--- src/rtl/nv_access_pkg.sv ---
// Constants shared by the processor-side end and the storage-controller end.
// Assumes one 100 MHz clock and an active-low asynchronous reset on both ends.
// Notes on behaviour
// Control bits 7..4 always read zero.
// Ready interrupt held while write_strobe reads zero.
// Write starts only while master_write_arm set.
// master_write_arm self-clears four cycles after set.
// Software arms then strobes within four cycles.
// write_strobe clears after 8448 one-MHz ticks.
// Setting write_strobe stalls CPU two cycles.
// read_strobe fetches byte, then self-clears.
// Setting read_strobe stalls CPU four cycles.
// Address or data write aborts active write.
// Keep interrupts off during write sequence.
// Active write continues through power-down request.
// Low registers support bit set, clear, test.
// Software writes zero to reserved bits.
// Seven-bit address, top bit reads zero.
// Data register holds write byte, receives read.
// Active write survives reset.
// Arm window counts from arming write; restarts.
// Ignored write_strobe reads zero, no stall.
package nv_access_pkg;
  localparam logic [5:0] CTRL_ADDR = 6'h1C; // Control register offset
  localparam logic [5:0] DATA_ADDR = 6'h1D; // Data register offset
  localparam logic [5:0] ADDR_ADDR = 6'h1E; // Address register offset
  localparam logic [5:0] BIT_IO_TOP = 6'h1F; // Highest bit-accessible offset
  localparam int RD_STROBE_BIT = 0; // read_strobe position
  localparam int WR_STROBE_BIT = 1; // write_strobe position
  localparam int ARM_BIT = 2; // master_write_arm position
  localparam int IRQ_EN_BIT = 3; // ready_irq_enable position
  localparam logic [7:0] CTRL_RESET = 8'h00; // Control reset value
  localparam int CLK_MHZ = 100; // System clock rate
  localparam int ARM_CYCLES = 4; // Arm window in clocks
  localparam logic [2:0] ARM_CNT_LOAD = 3'h4; // Arm window counter load
  localparam int WR_STALL_CYCLES = 2; // Stall after write strobe
  localparam int RD_STALL_CYCLES = 4; // Stall after read strobe
  localparam logic [2:0] WR_STALL_LOAD = 3'h2; // Write stall counter load
  localparam logic [2:0] RD_STALL_LOAD = 3'h4; // Read stall counter load
  localparam int RC_MHZ = 1; // Calibrated RC rate
  localparam int PROG_RC_TICKS = 8448; // Programming period in RC ticks
  localparam int PROG_CYCLES_DEF = PROG_RC_TICKS * (CLK_MHZ / RC_MHZ); // Period in clocks
  // Bus operation codes from the core
  typedef enum logic [2:0] {
    OP_NONE = 3'b000, // Idle
    OP_READ = 3'b001, // Whole-byte read
    OP_WRITE = 3'b010, // Whole-byte write
    OP_SETBIT = 3'b011, // Single-bit set
    OP_CLRBIT = 3'b100, // Single-bit clear
    OP_TESTBIT = 3'b101 // Skip-on-bit test
  } io_op_e;
endpackage : nv_access_pkg

--- src/rtl/nv_io_if.sv ---
// Register access link between the core end and the storage-control end.
// Assumes both ends share clock and rst_n.
interface nv_io_if (
  input wire logic clock, // System clock
  input wire logic rst_n // Active-low reset
);
  import nv_access_pkg::*;
  io_op_e op; // Operation this cycle
  logic [5:0] addr; // I/O offset
  logic [2:0] bit_sel; // Bit for bit operations
  logic [7:0] wdata; // Whole-byte write data
  logic [7:0] rdata; // Read data, registered
  logic bit_value; // Tested bit value, registered
  logic rvalid; // Read or test answer valid
  logic stall; // Core must hold next instruction
  logic ready_irq; // Ready interrupt request
  logic global_irq_en; // Core interrupt enable
  modport core (output op, addr, bit_sel, wdata, global_irq_en,
                input rdata, bit_value, rvalid, stall, ready_irq);
  modport nvm (input op, addr, bit_sel, wdata, global_irq_en,
               output rdata, bit_value, rvalid, stall, ready_irq);
endinterface : nv_io_if

--- src/rtl/nv_access_ctrl.sv ---
// Storage-control end: control, data and address registers, arm window,
// self-timed write, single-step read, stall and ready interrupt.
// Assumes the core drives at most one operation per cycle and honours stall.
// Cell array is modelled as a 128-byte array kept here.
module nv_access_ctrl
  import nv_access_pkg::*;
#(
  parameter int PROG_CYCLES = PROG_CYCLES_DEF // Programming period in clocks
) (
  input wire logic clock, // System clock
  input wire logic rst_n, // Active-low reset
  nv_io_if.nvm bus, // Link from core
  input wire logic sleep_req, // Power-down requested
  output logic write_busy, // Programming in progress
  output logic osc_hold // Oscillator must stay on
);
  logic [7:0] cell_mem [0:127]; // Storage cells
  logic [6:0] addr_reg, addr_next; // Address, top bit absent
  logic [7:0] data_reg, data_next; // Data register
  logic irq_en_reg, irq_en_next; // ready_irq_enable
  logic arm_reg, arm_next; // master_write_arm
  logic wr_reg, wr_next; // write_strobe
  logic rd_reg, rd_next; // read_strobe
  logic [2:0] arm_cnt_reg, arm_cnt_next; // Arm window count
  logic [2:0] stall_reg, stall_next; // Stall count
  logic [19:0] prog_cnt_reg, prog_cnt_next; // Programming count, wide enough for the full period
  logic [7:0] rdata_reg, rdata_next; // Read answer
  logic bitv_reg, bitv_next; // Tested bit
  logic rvalid_reg, rvalid_next; // Answer valid
  logic irq_reg, irq_next; // Ready interrupt
  logic hold_reg, hold_next; // Oscillator hold
  logic mem_we; // Commit write to cells
  logic [7:0] cur; // Addressed register value
  logic [7:0] nv; // Modified register value
  logic is_wr; // Operation writes a register
  logic [7:0] ctrl_rd; // Control readback

  assign bus.rdata = rdata_reg;
  assign bus.bit_value = bitv_reg;
  assign bus.rvalid = rvalid_reg;
  assign bus.stall = (stall_reg != 3'h0);
  assign bus.ready_irq = irq_reg;
  assign write_busy = wr_reg;
  assign osc_hold = hold_reg;
  assign ctrl_rd = {4'h0, irq_en_reg, arm_reg, wr_reg, rd_reg};

  // Register decode, bit operations and all control sequencing
  always_comb begin
    addr_next = addr_reg;
    data_next = data_reg;
    irq_en_next = irq_en_reg;
    arm_next = arm_reg;
    wr_next = wr_reg;
    rd_next = 1'b0;
    arm_cnt_next = arm_cnt_reg;
    stall_next = (stall_reg != 3'h0) ? stall_reg - 3'h1 : 3'h0;
    prog_cnt_next = prog_cnt_reg;
    rdata_next = rdata_reg;
    bitv_next = bitv_reg;
    rvalid_next = 1'b0;
    mem_we = 1'b0;
    is_wr = 1'b0;
    nv = 8'h00;
    // Current register value, unmapped offsets read zero
    case (bus.addr)
      CTRL_ADDR: cur = ctrl_rd;
      DATA_ADDR: cur = data_reg;
      ADDR_ADDR: cur = {1'b0, addr_reg};
      default: cur = 8'h00;
    endcase
    // Arm window countdown
    if (arm_cnt_reg != 3'h0) begin
      arm_cnt_next = arm_cnt_reg - 3'h1;
      if (arm_cnt_reg == 3'h1) begin
        arm_next = 1'b0;
      end
    end
    // Programming count, up from zero to one below the period
    if (wr_reg) begin
      if (prog_cnt_reg == 20'(PROG_CYCLES - 1)) begin
        wr_next = 1'b0;
        mem_we = 1'b1;
      end else begin
        prog_cnt_next = prog_cnt_reg + 20'h00001;
      end
    end
    // Operation decode; bit ops only at or below the bit-access limit
    case (bus.op)
      OP_READ: begin
        rdata_next = cur;
        rvalid_next = 1'b1;
      end
      OP_WRITE: begin
        nv = bus.wdata;
        is_wr = 1'b1;
      end
      OP_SETBIT: begin
        nv = cur | (8'h01 << bus.bit_sel);
        is_wr = (bus.addr <= BIT_IO_TOP);
      end
      OP_CLRBIT: begin
        nv = cur & ~(8'h01 << bus.bit_sel);
        is_wr = (bus.addr <= BIT_IO_TOP);
      end
      OP_TESTBIT: begin
        bitv_next = cur[bus.bit_sel];
        rvalid_next = (bus.addr <= BIT_IO_TOP);
      end
      default: begin
      end
    endcase
    if (is_wr) begin
      case (bus.addr)
        CTRL_ADDR: begin
          irq_en_next = nv[IRQ_EN_BIT];
          if (nv[ARM_BIT] && !arm_reg) begin
            arm_next = 1'b1;
            arm_cnt_next = ARM_CNT_LOAD;
          end else if (nv[ARM_BIT] && (bus.op == OP_WRITE || bus.bit_sel == 3'(ARM_BIT))) begin
            // Only a real new setting restarts; setting another bit does not
            arm_cnt_next = ARM_CNT_LOAD;
          end
          if (nv[WR_STROBE_BIT] && !wr_reg && arm_reg) begin
            wr_next = 1'b1;
            prog_cnt_next = 20'h00000;
            stall_next = WR_STALL_LOAD;
          end
          // Without arm the strobe stays zero and no stall
          if (nv[RD_STROBE_BIT] && !wr_reg) begin
            rd_next = 1'b1;
            data_next = cell_mem[addr_reg];
            stall_next = RD_STALL_LOAD;
          end
        end
        DATA_ADDR: begin
          data_next = nv;
          if (wr_reg) begin
            wr_next = 1'b0;
          end
        end
        ADDR_ADDR: begin
          addr_next = nv[6:0];
          if (wr_reg) begin
            wr_next = 1'b0;
          end
        end
        default: begin
        end
      endcase
    end
    irq_next = irq_en_reg && bus.global_irq_en && !wr_reg;
    hold_next = sleep_req && wr_reg;
  end

  // Register control state
  always_ff @(posedge clock or negedge rst_n) begin
    if (!rst_n) begin
      irq_en_reg <= CTRL_RESET[IRQ_EN_BIT];
      arm_reg <= CTRL_RESET[ARM_BIT];
      rd_reg <= CTRL_RESET[RD_STROBE_BIT];
      arm_cnt_reg <= 3'h0;
      stall_reg <= 3'h0;
      rdata_reg <= 8'h00;
      bitv_reg <= 1'b0;
      rvalid_reg <= 1'b0;
      irq_reg <= 1'b0;
      hold_reg <= 1'b0;
    end else begin
      irq_en_reg <= irq_en_next;
      arm_reg <= arm_next;
      rd_reg <= rd_next;
      arm_cnt_reg <= arm_cnt_next;
      stall_reg <= stall_next;
      rdata_reg <= rdata_next;
      bitv_reg <= bitv_next;
      rvalid_reg <= rvalid_next;
      irq_reg <= irq_next;
      hold_reg <= hold_next;
    end
  end

  // Write engine, address and data have no reset so a write survives reset
  always_ff @(posedge clock) begin
    addr_reg <= addr_next;
    data_reg <= data_next;
    prog_cnt_reg <= prog_cnt_next;
    if (mem_we) begin
      cell_mem[addr_reg] <= data_reg;
    end
  end

  // Strobe register holds across reset so an active write completes;
  // an idle or unknown strobe is cleared by reset at the next edge
  always_ff @(posedge clock) begin
    case (wr_reg)
      1'b1: begin
        wr_reg <= wr_next;
      end
      default: begin
        wr_reg <= rst_n ? wr_next : 1'b0;
      end
    endcase
  end
endmodule : nv_access_ctrl

--- src/flat_wrapper.sv ---
// flat-port wrapper written by rule: the top's interface ports become plain ports
module nv_access_ctrl_flat import nv_access_pkg::*;
#(
  parameter int PROG_CYCLES = PROG_CYCLES_DEF                                
)
  (clock, rst_n, sleep_req, write_busy, osc_hold, bus_op, bus_addr, bus_bit_sel, bus_wdata, bus_global_irq_en, bus_rdata, bus_bit_value, bus_rvalid, bus_stall, bus_ready_irq);
  nv_io_if bus_i (.clock(clock), .rst_n(rst_n));
  input wire logic clock;
  input wire logic rst_n;
  input wire logic sleep_req;
  output logic write_busy;
  output logic osc_hold;
  input wire logic [$bits(bus_i.op)-1:0] bus_op;
  input wire logic [$bits(bus_i.addr)-1:0] bus_addr;
  input wire logic [$bits(bus_i.bit_sel)-1:0] bus_bit_sel;
  input wire logic [$bits(bus_i.wdata)-1:0] bus_wdata;
  input wire logic [$bits(bus_i.global_irq_en)-1:0] bus_global_irq_en;
  output wire logic [$bits(bus_i.rdata)-1:0] bus_rdata;
  output wire logic [$bits(bus_i.bit_value)-1:0] bus_bit_value;
  output wire logic [$bits(bus_i.rvalid)-1:0] bus_rvalid;
  output wire logic [$bits(bus_i.stall)-1:0] bus_stall;
  output wire logic [$bits(bus_i.ready_irq)-1:0] bus_ready_irq;
  assign bus_i.op = bus_op;
  assign bus_i.addr = bus_addr;
  assign bus_i.bit_sel = bus_bit_sel;
  assign bus_i.wdata = bus_wdata;
  assign bus_i.global_irq_en = bus_global_irq_en;
  assign bus_rdata = bus_i.rdata;
  assign bus_bit_value = bus_i.bit_value;
  assign bus_rvalid = bus_i.rvalid;
  assign bus_stall = bus_i.stall;
  assign bus_ready_irq = bus_i.ready_irq;
  nv_access_ctrl #(.PROG_CYCLES(PROG_CYCLES)) u_core (.clock(clock), .rst_n(rst_n), .bus(bus_i), .sleep_req(sleep_req), .write_busy(write_busy), .osc_hold(osc_hold));
endmodule
--- config.mk ---
export PLATFORM = sky130hd
export DESIGN_NAME = nv_access_ctrl_flat
export DESIGN_NICKNAME = d
export VERILOG_FILES = /design/src/rtl/nv_access_pkg.sv /design/src/rtl/nv_io_if.sv /design/src/rtl/nv_access_ctrl.sv /design/src/flat_wrapper.sv
export SDC_FILE = /design/constraint.sdc
export NUM_CORES = 1
export LEC_CHECK = 0
export BUFFER_PORTS_ARGS = -buffer_cell sky130_fd_sc_hd__buf_2
export CELL_PAD_IN_SITES_DETAIL_PLACEMENT = 1
export CELL_PAD_IN_SITES_GLOBAL_PLACEMENT = 2
export CORE_MARGIN = 2
export CORE_UTILIZATION = 40
export DETAILED_ROUTE_END_ITERATION = 8
export GPL_TIMING_DRIVEN = 0
export MAX_ROUTING_LAYER = met4
export PLACE_DENSITY = 0.68
export SYNTH_ARGS = -nofsm -noshare
export SYNTH_HDL_FRONTEND = slang
export SYNTH_SLANG_ARGS = --single-unit
--- constraint.sdc ---
create_clock -name clock -period 3.9 [get_ports clock]
set_clock_uncertainty 0.15 [all_clocks]
set_input_delay 0.585 -clock clock [delete_from_list [all_inputs] [get_ports clock]]
set_output_delay 0.585 -clock clock [all_outputs]
set_load 0.1 [all_outputs]
==> results.json, run 1 <==
{
  "violations": "setup timing",
  "max_stage_delay_ns": 0.90,
  "vias": 24796,
  "drc_errors": 0,
  "min-delay-start": "bus_op[2]",
  "worst_skew_pair.late_latency_ns": 0.71,
  "cts.sink_count": 1088,
  "cap_viol_max_count": 0,
  "synth_nets": 2381,
  "tightest_slew_ns": 1.29,
  "peakVddDrop_uv": 413,
  "yosysWarnings": 0,
  "hold_violations": 0,
  "grt_pass1_wl_um": 197000,
  "crit_fanout": 10,
  "r2r_setup_slack_ns": -0.08,
  "fin_area_um2": 50800,
  "grt_max_degree": 37,
  "initial_core_util": 0.405,
  "critPathRequiredTime_ns": 4.19,
  "worstPathCellList": "buf_2, clkbuf_2, buf_1, o221ai_1, a21oi_1, nor2_1, o22ai_1, nor4_1",
  "syn-instance-count": 2353,
  "hp-class": "in2reg",
  "holdPathEnd": "u_core.bus.bit_value",
  "pwr_density_cell_nw_per_um2": 473,
  "dpl_worst_slack_ns": -0.823,
  "nets": 2600,
  "ys_ff_latch": 1088,
  "synth_area_leaders": "edfxtp_1, mux4_2, mux2i_1",
  "dp_hpwl_um": 98400,
  "slew_violations": 0,
  "synth_flop_cell": "edfxtp_1",
  "reg2reg_to": "u_core.data_reg[6]",
  "slew_headroom": 0.139,
  "status": "finished, violations left",
  "yosysTopAreaCell": "edfxtp_1",
  "cts_tree": "yes",
  "cts_max_level": 3,
  "startpoint_type": "flop",
  "cp.buffers_inverters": 3,
  "antenna_found_initial": 5,
  "drt-wirelength-per-cell_um": 34.6,
  "final_cells": 4077,
  "fp-row-count": 120,
  "synth_async_sr_flop_share": 0.0193,
  "finalSetupViolCount": 1,
  "fp.dieH_um": 334,
  "worstRegToRegCells": 8,
  "postSynthAreaPerCell_um2": 18.5,
  "ys_types": 75,
  "coreArea_um2": 107000,
  "die-area_um2": 111000,
  "yosysSeqAreaShare": 0.743,
  "power_uw": 24000,
  "numCtsBuffers": 114,
  "fmax_mhz": 251,
  "die_x_um": 334,
  "synthTopCellsByCount": "edfxtp_1, nor2_1, mux2i_1, mux4_2",
  "largest_register_ffs": 1024,
  "drt-pass1-iter-count": 5,
  "synth_edf_count": 1039,
  "worstHoldPathCells": 3,
  "ios": 38,
  "crit_arrival_ns": 4.27,
  "endpoint_kind": "flop",
  "synth_most_common_cell": "edfxtp_1",
  "via_per_inst": 6.08,
  "place_area_um2": 46300,
  "io_buffers": 34,
  "place_congestion": 0.968,
  "area_delta_synth_final_pct": 16.8,
  "drt_iter0_markers": 3024,
  "root_buffer": "clkbuf_16",
  "crit_type": "reg2reg",
  "timing.setup.tns_ns": -0.0813,
  "period_needed_ns": 3.98,
  "wirelength_um": 141000,
  "synth_top_area_share": 0.718,
  "grt_overflow_total": 0,
  "antenna_left": 0,
  "dp_cells": 3828,
  "cp_top_family": "buffers and inverters",
  "layout_setup_ws_ns": -0.0813,
  "nFillCells": 9925,
  "grt_use_total": 0.261,
  "rsz0062_at_grt": "yes",
  "netlist_area_um2": 43500,
  "clockBufferDepth": 3,
  "grt_pass1_vias": 25085,
  "clk_pin_slew_ns": 0.06,
  "crit_slowest_cell": "buf_1",
  "power_leakage_uw": 0.0166,
  "finalCritPeriodShare": 1.02,
  "drive_gt1_frac": 0.244
}
## area by class of cell
type                       count  area [um2]  share of cell area
timing repair buffer         104        1370              0.0269
multi-input combinational   1120       10600               0.208
buffer                       135         982              0.0193
inverter                       9        33.8            0.000665
tap                         1403        1760              0.0346
antenna                        2        5.00           0.0000985
clock inverter                71         698              0.0137
sequential                  1088       32300               0.636
clock buffer                 145        3080              0.0607
## worst max path at each step
| stage | from | to | slack, ns | cells after the start |
|---|---|---|---|---|
| after floorplan | u_core.data_reg[0] | u_core.data_reg[0] | 0.18 | 5 |
| after global placement | u_core.data_reg[0] | u_core.data_reg[4] | -2.39 | 5 |
| after detailed placement | flop | u_core.data_reg[3] | -0.82 | 9 |
| after CTS | u_core.prog_cnt_reg[0] | u_core.cell_mem[101][2] | -0.29 | 8 |
| after global routing | u_core.prog_cnt_reg[1] | u_core.cell_mem[39][1] | -0.18 | 8 |
| final | flop | u_core.data_reg[6] | -0.08 | 8 |
## cells by family (layout without fill, tap and decap cells)
kind of cell / after synthesis / after routing / synth area share
AOI/OAI and AO/OA: 306 / 306 / 0.0484
xor gates and xnor gates: 20 / 20 / 0.00403
adders and majority gates: 4 / 4 / 0.00115
buffers and inverters: 145 / 464 / 0.0225
DFF: 1088 / 1088 / 0.743
muxes: 379 / 379 / 0.138
other: 0 / 2 / 0
and+or+nand+nor: 411 / 411 / 0.0435
## worst min-delay path: stages
cell and delay (ns):
buf_2 0.13, nand3b_1 0.11, o21ai_1 0.08
## through the flow
stage | utilization | hold slack, ns
floorplan | - | 0.139
global placement | 0.423 | 0.333
detailed placement | 0.432 | 0.342
CTS | 0.471 | 0.0629
global route | 0.473 | 0.112
finish | 0.473 | 0.0994
## per-layer routing
metal | GRT usage | part of all wire
met1 | 0.348 | 0.41
met2 | 0.403 | 0.47
met5 | - | 0
met3 | 0.0482 | 0.079
met4 | 0.0947 | 0.040
## cells in the final DEF, fill, tap and decap left out, types with 9 or more instances in the layout
master,count
buf_2,65
dfxtp_1,28
nand3_1,27
nand2_1,61
mux2_2,19
buf_8,11
o221ai_1,53
mux4_2,168
nor2_2,45
o22ai_1,44
bufinv_16,12
mux2i_1,186
buf_16,28
clkbuf_1,51
buf_4,37
o21ai_0,35
buf_12,9
nor3_1,16
clkbuf_16,118
buf_6,30
dfrtp_1,21
a221oi_1,9
edfxtp_1,1039
clkinv_1,25
nor2_4,28
clkbuf_2,21
nand2b_1,12
a22oi_1,18
a31oi_1,16
and2_1,9
a21oi_1,62
nor2b_1,18
clkinv_2,24
a211oi_1,12
nor2_1,148
xor2_1,17
## timing repair
| item | 4_1_cts | 5_1_grt |
|---|---|---|
| hold buffers | 5 | 0 |
| hold endpoints to repair | 24 | 0 |
| buffers inserted | 14 | 13 |
| setup endpoints to repair | 648 | 538 |
| resized for setup | 103 | 40 |
| pin swaps | 10 | 8 |
## report_power, final
group          switching [uW]  internal [uW]
logic                     276            120
registers                22.6          12600
clock network            4610           6390
total                    4900          19100
Note: power is estimated with default switching activity, not from simulation.
==> run 2: changes to the inputs <==
==> constraint.sdc (replaced) <==
create_clock -name clock -period 3.9 [get_ports clock]
set_clock_uncertainty 0.15 [all_clocks]
set_input_delay 0.195 -clock clock [delete_from_list [all_inputs] [get_ports clock]]
set_output_delay 0.195 -clock clock [all_outputs]
set_load 0.1 [all_outputs]
==> run 2 against run 1 <==
Against the previous run:
- the flow still finishes with violations (setup timing)
- hold slack worse by 0.014 ns
- highest routed layer unchanged
- cell area up 0.25%
- critical path type unchanged
- largest cell class unchanged
- worst setup slack better by 0.017 ns
==> results.json, run 2 (synthesized netlist as in run 1, its figures left out) <==
{
  "violations": "setup timing",
  "layout_setup_ws_ns": -0.0647,
  "hp-class": "in2reg",
  "status": "finished, violations left",
  "drt_iter0_markers": 2953,
  "cts.sink_count": 1088,
  "initial_core_util": 0.405,
  "finalSetupViolCount": 5,
  "die_x_um": 334,
  "cp.buffers_inverters": 3,
  "drt-pass1-iter-count": 5,
  "antenna_left": 0,
  "cts_tree": "yes",
  "final_cell_mix": "edfxtp_1, mux2i_1, mux4_2",
  "fp.dieH_um": 334,
  "worstRegToRegCells": 8,
  "power_leakage_uw": 0.0166,
  "layout_commonest_cell": "edfxtp_1",
  "die-area_um2": 111000,
  "antenna_found_initial": 5,
  "coreArea_um2": 107000,
  "peakVddDrop_uv": 410,
  "slew_violations": 0,
  "drive_gt1_frac": 0.244,
  "slew_headroom": 0.116,
  "dpl_worst_slack_ns": -0.823,
  "hold_violations": 0,
  "tightest_slew_ns": 1.32,
  "worstHoldPathCells": 5,
  "drt-wirelength-per-cell_um": 34.5,
  "grt_pass1_wl_um": 197000,
  "max_stage_delay_ns": 0.91,
  "timing.setup.tns_ns": -0.0713,
  "min-delay-start": "bus_wdata[2]",
  "grt_max_degree": 37,
  "crit_fanout": 10,
  "clk_pin_slew_ns": 0.06,
  "place_congestion": 0.968,
  "numCtsBuffers": 114,
  "power_uw": 24100,
  "grt_overflow_total": 0,
  "wirelength_um": 141000,
  "nets": 2613,
  "vias": 24770,
  "cp_top_family": "buffers and inverters",
  "fp-row-count": 120,
  "place_area_um2": 46300,
  "rsz0062_at_grt": "yes",
  "grt_pass1_vias": 25142,
  "critPathRequiredTime_ns": 4.19,
  "finalCritPeriodShare": 1.02,
  "fmax_mhz": 252,
  "cts_max_level": 3,
  "cap_viol_max_count": 0,
  "r2r_setup_slack_ns": -0.06,
  "drc_errors": 0,
  "period_needed_ns": 3.96,
  "grt_use_total": 0.262,
  "area_delta_synth_final_pct": 17.1,
  "reg2reg_to": "u_core.data_reg[6]",
  "endpoint_kind": "flop",
  "fin_area_um2": 50900,
  "dp_hpwl_um": 98400,
  "clockBufferDepth": 3,
  "crit_arrival_ns": 4.26,
  "root_buffer": "clkbuf_16",
  "largest_register_ffs": 1024,
  "crit_slowest_cell": "buf_1",
  "worstPathCellList": "buf_2, clkbuf_2, buf_1, o221ai_1, a21oi_1, nor2_1, o22ai_1, nor4_1",
  "startpoint_type": "flop",
  "io_buffers": 34,
  "ios": 38,
  "worst_skew_pair.late_latency_ns": 0.71,
  "via_per_inst": 6.06,
  "crit_type": "reg2reg",
  "fin_util": 0.474,
  "pwr_density_cell_nw_per_um2": 473
}
[run 2: tightest hold or removal path, cell delays in order]
cell and delay, ns:
buf_2 0.11, nor2_1 0.10, o32ai_1 0.28, nand2_1 0.13
o21ai_0 0.07
[run 2: what timing repair did]
item | CTS | global route
buffers inserted | 14 | 15
endpoints found under the hold margin | 40 | 0
pin swaps | 10 | 10
setup endpoints to repair | 648 | 537
hold buffers | 16 | 0
gates resized for setup | 103 | 40
[run 2: how the worst max path moves through the flow]
stage                              endpoint  cells past startpoint
global route         u_core.cell_mem[39][1]                      8
CTS                 u_core.cell_mem[101][2]                      8
detailed placement       u_core.data_reg[3]                      9
global placement         u_core.data_reg[4]                      5
finish                   u_core.data_reg[6]                      8
floorplan                u_core.data_reg[0]                      5
[run 2: power breakdown]
part,switching (uW),internal (uW)
Clock,4610,6390
Combinational,278,126
Sequential,22.2,12600
Total,4910,19200
[run 2: metrics by stage]
step / hold WS (ns) / std cells
floorplan: -0.251 / 2353
global placement: 0.0458 / 3790
detailed placement: 0.0624 / 3828
CTS: 0.0585 / 4073
global route: 0.0840 / 4090
finish: 0.0855 / 4090
[run 2: layout make-up]
cell class                      instances  area, um2
Fill cell                            9918      56400
Clock inverter                         71        698
Timing Repair Buffer                  117       1490
Multi-Input combinational cell       1120      10600
Inverter                                9       33.8
Tap cell                             1403       1760
Sequential cell                      1088      32300
Clock buffer                          145       3080
Buffer                                135        982
Antenna cell                            2       5.00
[run 2: routing by layer]
| metal | global-route usage | share of wire | wire [um] |
|---|---|---|---|
| met1 | 0.349 | 0.41 | 57900 |
| met4 | 0.0947 | 0.038 | 5410 |
| met3 | 0.0481 | 0.081 | 11500 |
| met2 | 0.403 | 0.47 | 66400 |
| met5 | - | 0 | 0 |
